## src/logic/buck3_pkg.sv

```systemverilog
// constants for the third buck converter control register
package buck3_pkg;

	// register map
	localparam logic [7:0] REG_ADDR      = 8'h18;
	localparam logic [7:0] REG_RESET     = 8'h98;
	localparam int         PFM_BIT       = 7;
	localparam int         RSVD_BIT      = 6;
	localparam int         CODE_MSB      = 5;
	localparam int         CODE_W        = 6;
	localparam logic [5:0] CODE_RESET    = 6'h18;
	localparam logic [5:0] ALT_CODE_DFLT = 6'h20;

	// voltage code map, millivolts
	localparam logic [5:0] FINE_LAST     = 6'h1A;
	localparam int         BASE_MV       = 900;
	localparam int         FINE_STEP_MV  = 25;
	localparam int         COARSE_MV     = 1550;
	localparam int         COARSE_STEP   = 50;
	localparam int         MV_W          = 12;

	// monitor blanking after a write
	localparam int         CLK_HZ        = 20_000_000;
	localparam int         BLANK_TIME_MS = 5;
	localparam int         BLANK_CYCLES  = BLANK_TIME_MS * (CLK_HZ / 1000);
	localparam int         BLANK_W       = 17;

endpackage

```

## src/logic/buck3_voltage_ctrl_reg.sv

```systemverilog
// third buck converter control register with monitor blanking
`timescale 1ns/1ns

module buck3_voltage_ctrl_reg
	import buck3_pkg::*;
#(
	parameter int         BLANK_LEN = BLANK_CYCLES,
	parameter logic [5:0] ALT_CODE  = ALT_CODE_DFLT
)
(
	// clock and reset
	input  wire logic              clock_i,
	input  wire logic              rst_i,
	// register access port
	input  wire logic [7:0]        reg_addr_i,
	input  wire logic [7:0]        reg_wdata_i,
	input  wire logic              reg_wr_i,
	input  wire logic              reg_rd_i,
	input  wire logic              unlocked_i,
	output logic      [7:0]        reg_rdata_o,
	output logic                   reg_rvalid_o,
	output logic                   wr_refused_o,
	// power-up default strap
	input  wire logic              default_select_resistor_i,
	// converter control
	output logic                   pulse_skip_enable_o,
	output logic      [5:0]        voltage_code_o,
	output logic      [MV_W-1:0]   voltage_mv_o,
	// monitor gating
	input  wire logic              ov_detect_i,
	input  wire logic              uv_detect_i,
	output logic                   blanking_o,
	output logic                   ov_fault_o,
	output logic                   uv_fault_o
);

	// code to millivolts, fine steps then coarse steps
	function automatic logic [MV_W-1:0] code_to_mv(input logic [5:0] code);
		int mv;
		if (code <= FINE_LAST)
			mv = BASE_MV + FINE_STEP_MV * int'(code);
		else
			mv = COARSE_MV + COARSE_STEP * (int'(code) - int'(FINE_LAST));
		return MV_W'(mv);
	endfunction

	function automatic logic addr_hit(input logic [7:0] addr);
		return addr == REG_ADDR;
	endfunction

	logic                pfm_ff;
	logic                nxt_pfm;
	logic [5:0]          code_ff;
	logic [5:0]          nxt_code;
	logic                strap_pend_ff;
	logic                nxt_strap_pend;
	logic [BLANK_W-1:0]  blank_cnt_ff;
	logic [BLANK_W-1:0]  nxt_blank_cnt;
	logic                blank_ff;
	logic                nxt_blank;
	logic                ov_ff;
	logic                nxt_ov;
	logic                uv_ff;
	logic                nxt_uv;
	logic [7:0]          rdata_ff;
	logic [7:0]          nxt_rdata;
	logic                rvalid_ff;
	logic                nxt_rvalid;
	logic                refused_ff;
	logic                nxt_refused;
	logic [MV_W-1:0]     mv_ff;
	logic [MV_W-1:0]     nxt_mv;
	logic                wr_ok;
	logic                wr_locked;

	assign wr_ok     = reg_wr_i && addr_hit(reg_addr_i) && unlocked_i;
	assign wr_locked = reg_wr_i && addr_hit(reg_addr_i) && !unlocked_i;

	// register contents
	always_comb
	begin
		nxt_pfm        = pfm_ff;
		nxt_code       = code_ff;
		nxt_strap_pend = 1'b0;
		if (strap_pend_ff && default_select_resistor_i)
			nxt_code = ALT_CODE;
		if (wr_ok)
		begin
			nxt_pfm  = reg_wdata_i[PFM_BIT];
			nxt_code = reg_wdata_i[CODE_MSB:0];
		end
	end

	always_ff @(posedge clock_i)
	begin
		if (rst_i)
		begin
			pfm_ff        <= REG_RESET[PFM_BIT];
			code_ff       <= REG_RESET[CODE_MSB:0];
			strap_pend_ff <= 1'b1;
		end
		else
		begin
			pfm_ff        <= nxt_pfm;
			code_ff       <= nxt_code;
			strap_pend_ff <= nxt_strap_pend;
		end
	end

	// blanking of the voltage monitors after a write
	always_comb
	begin
		nxt_blank_cnt = blank_cnt_ff;
		if (wr_ok)
			nxt_blank_cnt = BLANK_W'(BLANK_LEN);
		else if (blank_cnt_ff != '0)
			nxt_blank_cnt = blank_cnt_ff - 1'b1;
		nxt_blank = nxt_blank_cnt != '0;
		nxt_ov    = ov_detect_i && !nxt_blank;
		nxt_uv    = uv_detect_i && !nxt_blank;
	end

	always_ff @(posedge clock_i)
	begin
		if (rst_i)
		begin
			blank_cnt_ff <= '0;
			blank_ff     <= 1'b0;
			ov_ff        <= 1'b0;
			uv_ff        <= 1'b0;
		end
		else
		begin
			blank_cnt_ff <= nxt_blank_cnt;
			blank_ff     <= nxt_blank;
			ov_ff        <= nxt_ov;
			uv_ff        <= nxt_uv;
		end
	end

	// read path and status
	always_comb
	begin
		nxt_rvalid  = reg_rd_i;
		nxt_rdata   = 8'h00;
		if (reg_rd_i && addr_hit(reg_addr_i))
		begin
			nxt_rdata[PFM_BIT]    = pfm_ff;
			nxt_rdata[RSVD_BIT]   = 1'b0;
			nxt_rdata[CODE_MSB:0] = code_ff;
		end
		nxt_refused = wr_locked;
		nxt_mv      = code_to_mv(nxt_code);
	end

	always_ff @(posedge clock_i)
	begin
		if (rst_i)
		begin
			rdata_ff   <= 8'h00;
			rvalid_ff  <= 1'b0;
			refused_ff <= 1'b0;
			mv_ff      <= code_to_mv(CODE_RESET);
		end
		else
		begin
			rdata_ff   <= nxt_rdata;
			rvalid_ff  <= nxt_rvalid;
			refused_ff <= nxt_refused;
			mv_ff      <= nxt_mv;
		end
	end

	assign reg_rdata_o         = rdata_ff;
	assign reg_rvalid_o        = rvalid_ff;
	assign wr_refused_o        = refused_ff;
	assign pulse_skip_enable_o = pfm_ff;
	assign voltage_code_o      = code_ff;
	assign voltage_mv_o        = mv_ff;
	assign blanking_o          = blank_ff;
	assign ov_fault_o          = ov_ff;
	assign uv_fault_o          = uv_ff;

	// cycles since the last accepted write, saturating
	logic [BLANK_W:0] since_wr_ff;
	always_ff @(posedge clock_i)
	begin
		if (rst_i)
			since_wr_ff <= '1;
		else if (wr_ok)
			since_wr_ff <= '0;
		else if (since_wr_ff != '1)
			since_wr_ff <= since_wr_ff + 1'b1;
	end
endmodule

```

## config.mk

```make
export PLATFORM = sky130hd
export DESIGN_NAME = buck3_voltage_ctrl_reg
export DESIGN_NICKNAME = d
export VERILOG_FILES = /design/src/logic/buck3_pkg.sv /design/src/logic/buck3_voltage_ctrl_reg.sv
export SDC_FILE = /design/constraint.sdc
export NUM_CORES = 1
export LEC_CHECK = 0
export BUFFER_PORTS_ARGS = -buffer_cell sky130_fd_sc_hd__buf_2
export CORE_MARGIN = 2
export CORE_UTILIZATION = 45
export CTS_CLUSTER_DIAMETER = 80
export DETAILED_ROUTE_END_ITERATION = 10
export PLACE_DENSITY = 0.66
export SYNTH_ARGS = -nofsm -noshare
export SYNTH_HDL_FRONTEND = slang
export SYNTH_SLANG_ARGS = --single-unit
```

## constraint.sdc

```tcl
create_clock -name clock_i -period 9.8 [get_ports clock_i]
set_input_delay 1.96 -clock clock_i [delete_from_list [all_inputs] [get_ports clock_i]]
set_output_delay 1.96 -clock clock_i [all_outputs]
set_load 0.02 [all_outputs]
```

==> impl_metrics.ini, run 1 <==
[power]
power.leakage_uw = 0.00192
peakVddDrop_uv = 134
p_per_area_mw_per_mm2 = 235

[die]
initial_core_util = 0.469
dieArea_sq_mm = 0.00835
fp.dieH_um = 91.4
die_w_um = 91.4
fp-row-count = 31
io-pin-count = 56
core_sq_mm = 0.00733

[synth]
synth_cells = 386
yosysWarnings = 0
syn_area_sq_mm = 0.00344
synth_top_area_frac = 0.286
yosys_register_bits = 49
async_flop_share = 0
syn_area_per_cell_sq_um = 8.90
synth_area_leader_cell = dfxtp_1
ys.flop_type = dfxtp_1
synth_edf_count = 0
synth_fp_nets = 469
ys_seq_area_frac = 0.286
synth.area.top_cells = dfxtp_1, ha_1, fa_1
yosysUniqueCellTypes = 55

[routing]
first_pass_iters = 4
antenna_left = 0
via_count = 2809
viasPerCell = 5.23
routedWlPerCell_um = 14.1
routed_wl_mm = 7.58
drc = 0
drt-initial-drc-count = 201

[worst_setup_path]
critPathTopFamily = compound AO/OA/AOI/OAI gates
crit_type = in -> reg
start_kind = input pin
worst_path_largest_cell_delay_ps = 620
reg2regPathDepth = 20
path_common_cell = a21oi_1
regToRegSetupSlack_ps = 4050
slowest_stage = a21oi_1
r2r_start = strap_pend_ff
required_ps = 10030
cp.buffers_inverters = 3
path_cells = buf_2 > nor4b_2 > nand4_1 > buf_4 > and3_1 > a21oi_1 > inv_1 > ha_1 > a22oi_1 > a21oi_1 > nand2_1 > o21ai_0 > a21oi_1 > fa_1 > ha_1 > fa_1 > a21o_1 > a21oi_1 > xnor2_1 > nor3b_1 > xnor3_1 > xnor2_1 > o2bb2ai_1
cp-end-kind = flip-flop
cp.arrival_ps = 8040
worstPathMaxFanout = 16
r2r-end = voltage_mv_o[11]

[min_path]
min_from = pulse_skip_enable_o
min_to = pulse_skip_enable_o
min_path_type = reg -> reg
hold_depth = 2

[timing]
min_period_ps = 7800
final_hold_viol_count = 0
hold_ws_ps = 491
clock_skew_ps = 13.9
maxSlewHeadroom = 0.498
tightest_slew_ps = 752
fmax_mhz = 128
drv_slew = 0
tns_ps = 0
setup_viol = 0
fin_crit_sh = 0.796
rsz0062_at_grt = false

[cells_and_area]
fillers = 688
syn2layout_area_growth_pct = 13.8
fin_cells = 537
drive_gt1_frac = 0.171
nets = 520
n_antenna_cell = 0

[clocking]
cts_buffer_depth = 2
cts-root-buf = clkbuf_8
cts_setup_buffers = 0
cts_tree = built
cts_max_level = 2
holdBufCountCts = 0
numCtsBuffers = 5
cts_resized = 0
clkLatencyLatePin_ps = 310
clkTransAtPathRegs_ps = 100
clkSinkCount = 49

[global_routing]
grt_pass1_wl_mm = 12.8
grt_max_degree = 22
grt_pass1_vias = 2695
grt_overflow_total = 0
track_usage = 0.189
antenna_found_initial = 0

[placement]
portBuffers = 53
place_inst = 529
hpwl_mm = 5.96
gp_congestion = 0.854

[outcome]
status = complete, no violations

[run]
maxCapViolations = 0
kinds of logic after synthesis:
kind of cell             share of synthesized area
adder cells (fa/ha/maj)                      0.232
multiplexers                               0.00910
AND/OR/NAND/NOR                              0.191
buffers and inverters                       0.0441
flip-flops                                   0.286
XOR/XNOR                                    0.0907
other                                      0.00109
AO/OA/AOI/OAI                                0.146
how the worst max path moves through the flow:
| stage | end | slack, ps | startpoint | cells past startpoint |
|---|---|---|---|---|
| detailed placement | voltage_mv_o[11] | 1680 | reg_addr_i[1] | 23 |
| global placement | voltage_mv_o[11] | 1690 | reg_addr_i[1] | 23 |
| finish | voltage_mv_o[11] | 2000 | reg_addr_i[1] | 23 |
| CTS | voltage_mv_o[11] | 1990 | reg_addr_i[1] | 23 |
| floorplan | voltage_mv_o[11] | 2730 | reg_addr_i[5] | 21 |
| global route | voltage_mv_o[11] | 1630 | reg_addr_i[1] | 23 |
Yosys cell counts, types with 3 or more instances:
| cell | instances |
|---|---|
| o21ai_1 | 6 |
| nand2b_1 | 5 |
| nor4_1 | 6 |
| xnor2_1 | 18 |
| nor3_1 | 5 |
| nor2_1 | 31 |
| or3_1 | 3 |
| clkbuf_1 | 9 |
| and2_1 | 11 |
| o211ai_1 | 4 |
| nand3_1 | 8 |
| inv_1 | 27 |
| o21ai_0 | 13 |
| dfxtp_1 | 49 |
| nand2_1 | 26 |
| and3_1 | 9 |
| ha_1 | 51 |
| a21oi_1 | 29 |
| a211oi_1 | 4 |
| a21o_1 | 6 |
| xor2_1 | 15 |
| fa_1 | 8 |
power by group:
| group | switching (uW) | internal [uW] | total [uW] |
|---|---|---|---|
| registers | 31.7 | 238 | 269 |
| clock network | 68.8 | 83.3 | 152 |
| logic | 287 | 209 | 496 |
| total | 388 | 530 | 918 |
area by class of cell:
| cell class | count | area, sq um | area share |
|---|---|---|---|
| clock buffers | 7 | 86.3 | 0.0221 |
| repair buffers | 55 | 280 | 0.0717 |
| inverters | 28 | 105 | 0.0269 |
| well taps | 99 | 124 | 0.0317 |
| multi-input cells | 298 | 2300 | 0.589 |
| clock inverters | 1 | 30.0 | 0.00768 |
| flip-flops and latches | 49 | 981 | 0.251 |
layout by cell type (no fill, tap or decap), drive strengths merged, types with 9 or more instances in the layout:
master and n:
buf 55, ha 51, dfxtp 49, nor2 31
a21oi 30, inv 28, nand2 26, o21ai 19
xnor2 18, xor2 15, and2 11, and3 9
worst min-delay path: cells and delay by family (launching register included):
family,cells,cell delay (ps)
DFF,1,330
and+or+nand+nor,2,120
flip-flops by register name (all words and copies together) (netlist names), 6 cells and up:
signal	cells
reg_rdata_o	7
voltage_mv_o	12
voltage_code_o	6
blank_cnt_ff	17
layer usage:
metal / wire [um] / GRT usage / share of wire
met5: 0 / 0 / 0
met4: 143 / 0.0581 / 0.019
met3: 394 / 0.0357 / 0.052
met2: 3350 / 0.303 / 0.44
met1: 3700 / 0.256 / 0.49
per-stage QoR:
step           total power [uW]  setup WS [ps]  cell area, sq um  utilization
3_3_place_gp                758           1690              3790        0.517
2_1_floorplan               664           2730              3440            -
6_report                    918           2000              3910        0.533
4_1_cts                     919           1990              3910        0.533
5_1_grt                     993           1630              3910        0.533
3_5_place_dp                766           1680              3790        0.517
(Power assumes the default switching activity.)
==> run 2, diff against run 1 <==
Settings changed: ABC_AREA from default to 1, PLACE_DENSITY 0.66 to 0.65.
Clock period 9.8 ns to 7.62 ns, I/O delays scaled along.
==> impl_metrics.ini, run 2 <==
[timing]
min_period_ps = 5860
clock_skew_ps = 8.59
tightest_slew_ps = 609
rsz0062_at_grt = false
fin_crit_sh = 0.770
tns_ps = 0
setup_viol = 0
final_hold_viol_count = 0
drv_slew = 0
setup_slack_ps = 1760
fmax_mhz = 171
maxSlewHeadroom = 0.594

[outcome]
status = complete, no violations

[global_routing]
grt_pass1_wl_mm = 14.4
grt_overflow_total = 0
grt_pass1_vias = 3215
grt_max_degree = 30
antenna_found_initial = 0
track_usage = 0.200

[cells_and_area]
mostFrequentLayoutCells = nand2_1, nor2_1, inv_1
mostFrequentLayoutCell = nand2_1
nets = 639
syn2layout_area_growth_pct = 11.4
n_antenna_cell = 0
fin_util = 0.515
drive_gt1_frac = 0.187
largest_reg_flops = 17
largest_register = blank_cnt_ff

[synth]
synth_top_area_frac = 0.258
ys_top_cells_by_count = nand2_1, nor2_1, inv_1
synth.area.top_cells = dfxtp_1, ha_1, nand2_1
syn_area_sq_mm = 0.00380
synth_fp_nets = 588
yosysUniqueCellTypes = 45
yosys_register_bits = 49
ys_seq_area_frac = 0.258
synth_area_leader_cell = dfxtp_1
yosysWarnings = 0
ys.flop_type = dfxtp_1
syn_area_per_cell_sq_um = 7.52
synth_cells = 505
yosysMostFrequentCell = nand2_1
synth_edf_count = 0
async_flop_share = 0

[worst_setup_path]
worst_path_largest_cell_delay_ps = 540
regToRegSetupSlack_ps = 3050
cp-end-kind = flip-flop
critPathTopFamily = adder cells
cp.arrival_ps = 6110
path_common_cell = nand3_1
cp.buffers_inverters = 5
slowest_stage = fa_1
reg2regPathDepth = 25
r2r-end = voltage_mv_o[11]
crit_type = in -> reg
start_kind = input pin
worstPathMaxFanout = 6
required_ps = 7870
r2r_start = strap_pend_ff

[die]
fp.dieH_um = 95.9
core_sq_mm = 0.00822
dieArea_sq_mm = 0.00919
initial_core_util = 0.462
fp-row-count = 33
die_w_um = 95.9
io-pin-count = 56

[routing]
via_count = 3265
first_pass_iters = 4
viasPerCell = 4.93
drt-initial-drc-count = 116
routedWlPerCell_um = 12.7
routed_wl_mm = 8.40
drc = 0
antenna_left = 0

[clocking]
holdBufCountCts = 0
cts_tree = built
numCtsBuffers = 5
clkSinkCount = 49
cts_buffer_depth = 2
clkLatencyLatePin_ps = 310
cts_resized = 0
cts_setup_buffers = 0
cts_max_level = 2
clkTransAtPathRegs_ps = 100
cts-root-buf = clkbuf_8

[power]
power.leakage_uw = 0.00234
peakVddDrop_uv = 161
p_per_area_mw_per_mm2 = 309

[min_path]
min_from = voltage_code_o[0]
min_path_type = reg -> reg
hold_depth = 2
min_to = reg_rdata_o[0]

[placement]
pre_cts_slack_ps = 1390
portBuffers = 53
hpwl_mm = 6.69
gp_congestion = 0.905

[run]
maxCapViolations = 0
[run 2: cell types whose count changed after synthesis, moves of 10 or more]
cell / previous run / this run
nand2_1: 26 / 86
inv_1: 27 / 66
nor2_1: 31 / 69
nand3_1: 8 / 33
a21oi_1: 29 / 16
nand2_2: 0 / 10
xnor2_1: 18 / 8
[run 2: power breakdown]
part           switching, uW  total, uW  internal (uW)  leakage, uW
combinational            500        796            297      0.00189
sequential              38.9        344            305     0.000402
clock                   92.2        166           73.8    0.0000512
[run 2: worst max-delay path by stage]
| stage | start | endpoint | slack (ps) | depth (start not counted) |
|---|---|---|---|---|
| after floorplan | reg_addr_i[4] | voltage_mv_o[11] | 2170 | 26 |
| after global placement | reg_addr_i[2] | voltage_mv_o[11] | 1450 | 26 |
| after detailed placement | reg_addr_i[5] | voltage_mv_o[11] | 1390 | 26 |
| after CTS | reg_addr_i[5] | voltage_mv_o[11] | 1710 | 26 |
| after global routing | reg_addr_i[5] | voltage_mv_o[11] | 1330 | 26 |
| final | reg_addr_i[5] | voltage_mv_o[11] | 1760 | 26 |
[run 2: worst reg2reg max path: stages (launching register included)]
cell     delay [ps]
dfxtp_1         310
nand2_1         120
inv_1           100
nor2_1          120
nand2_2          70
nand2_2         160
inv_1           130
ha_1            240
inv_1           100
nand2_1         120
inv_1            90
nand3_1          80
nand2_1         130
inv_1           100
fa_1            540
inv_1            40
ha_1            280
ha_1            240
fa_1            400
xor2_1          270
nand3_1         160
nand3_1         140
xnor3_1         260
nand3_1         100
nand3_1          90
a21oi_2         130
[run 2: cells by family (layout without fill, tap and decap cells)]
logic type / after synthesis / in the layout / share of synthesized area
AO/OA/AOI/OAI: 45 / 45 / 0.0747
XOR/XNOR: 24 / 24 / 0.0589
adder cells (fa/ha/maj): 59 / 59 / 0.210
buffers and inverters: 81 / 133 / 0.0876
flip-flops: 49 / 49 / 0.258
other: 1 / 1 / 0.000987
AND/OR/NAND/NOR: 246 / 246 / 0.310
[run 2: cell type report]
class / count / area, sq um
fillers: 816 / 3990
multi-input cells: 375 / 2490
flip-flops and latches: 49 / 981
inverters: 72 / 272
repair buffers: 53 / 265
well taps: 105 / 131
clock buffers: 6 / 82.6
clock inverters: 2 / 13.8
[run 2: metrics by stage]
| step | hold slack, ps | power [uW] | area, sq um | cells |
|---|---|---|---|---|
| after detailed placement | 448 | 1140 | 4140 | 654 |
| after CTS | 464 | 1310 | 4230 | 662 |
| after global placement | 445 | 1130 | 4140 | 654 |
| after global routing | 497 | 1440 | 4230 | 662 |
| after floorplan | 518 | 980 | 3800 | 505 |
| final | 461 | 1310 | 4230 | 662 |
[run 2: metal layers]
layer  global-route usage  up-vias  share of wire
met5                    0        -              0
met4               0.0619        0          0.021
met3               0.0298       15          0.038
met2                0.341       62           0.46
met1                0.260     1467           0.48
li1                     -     1721              -
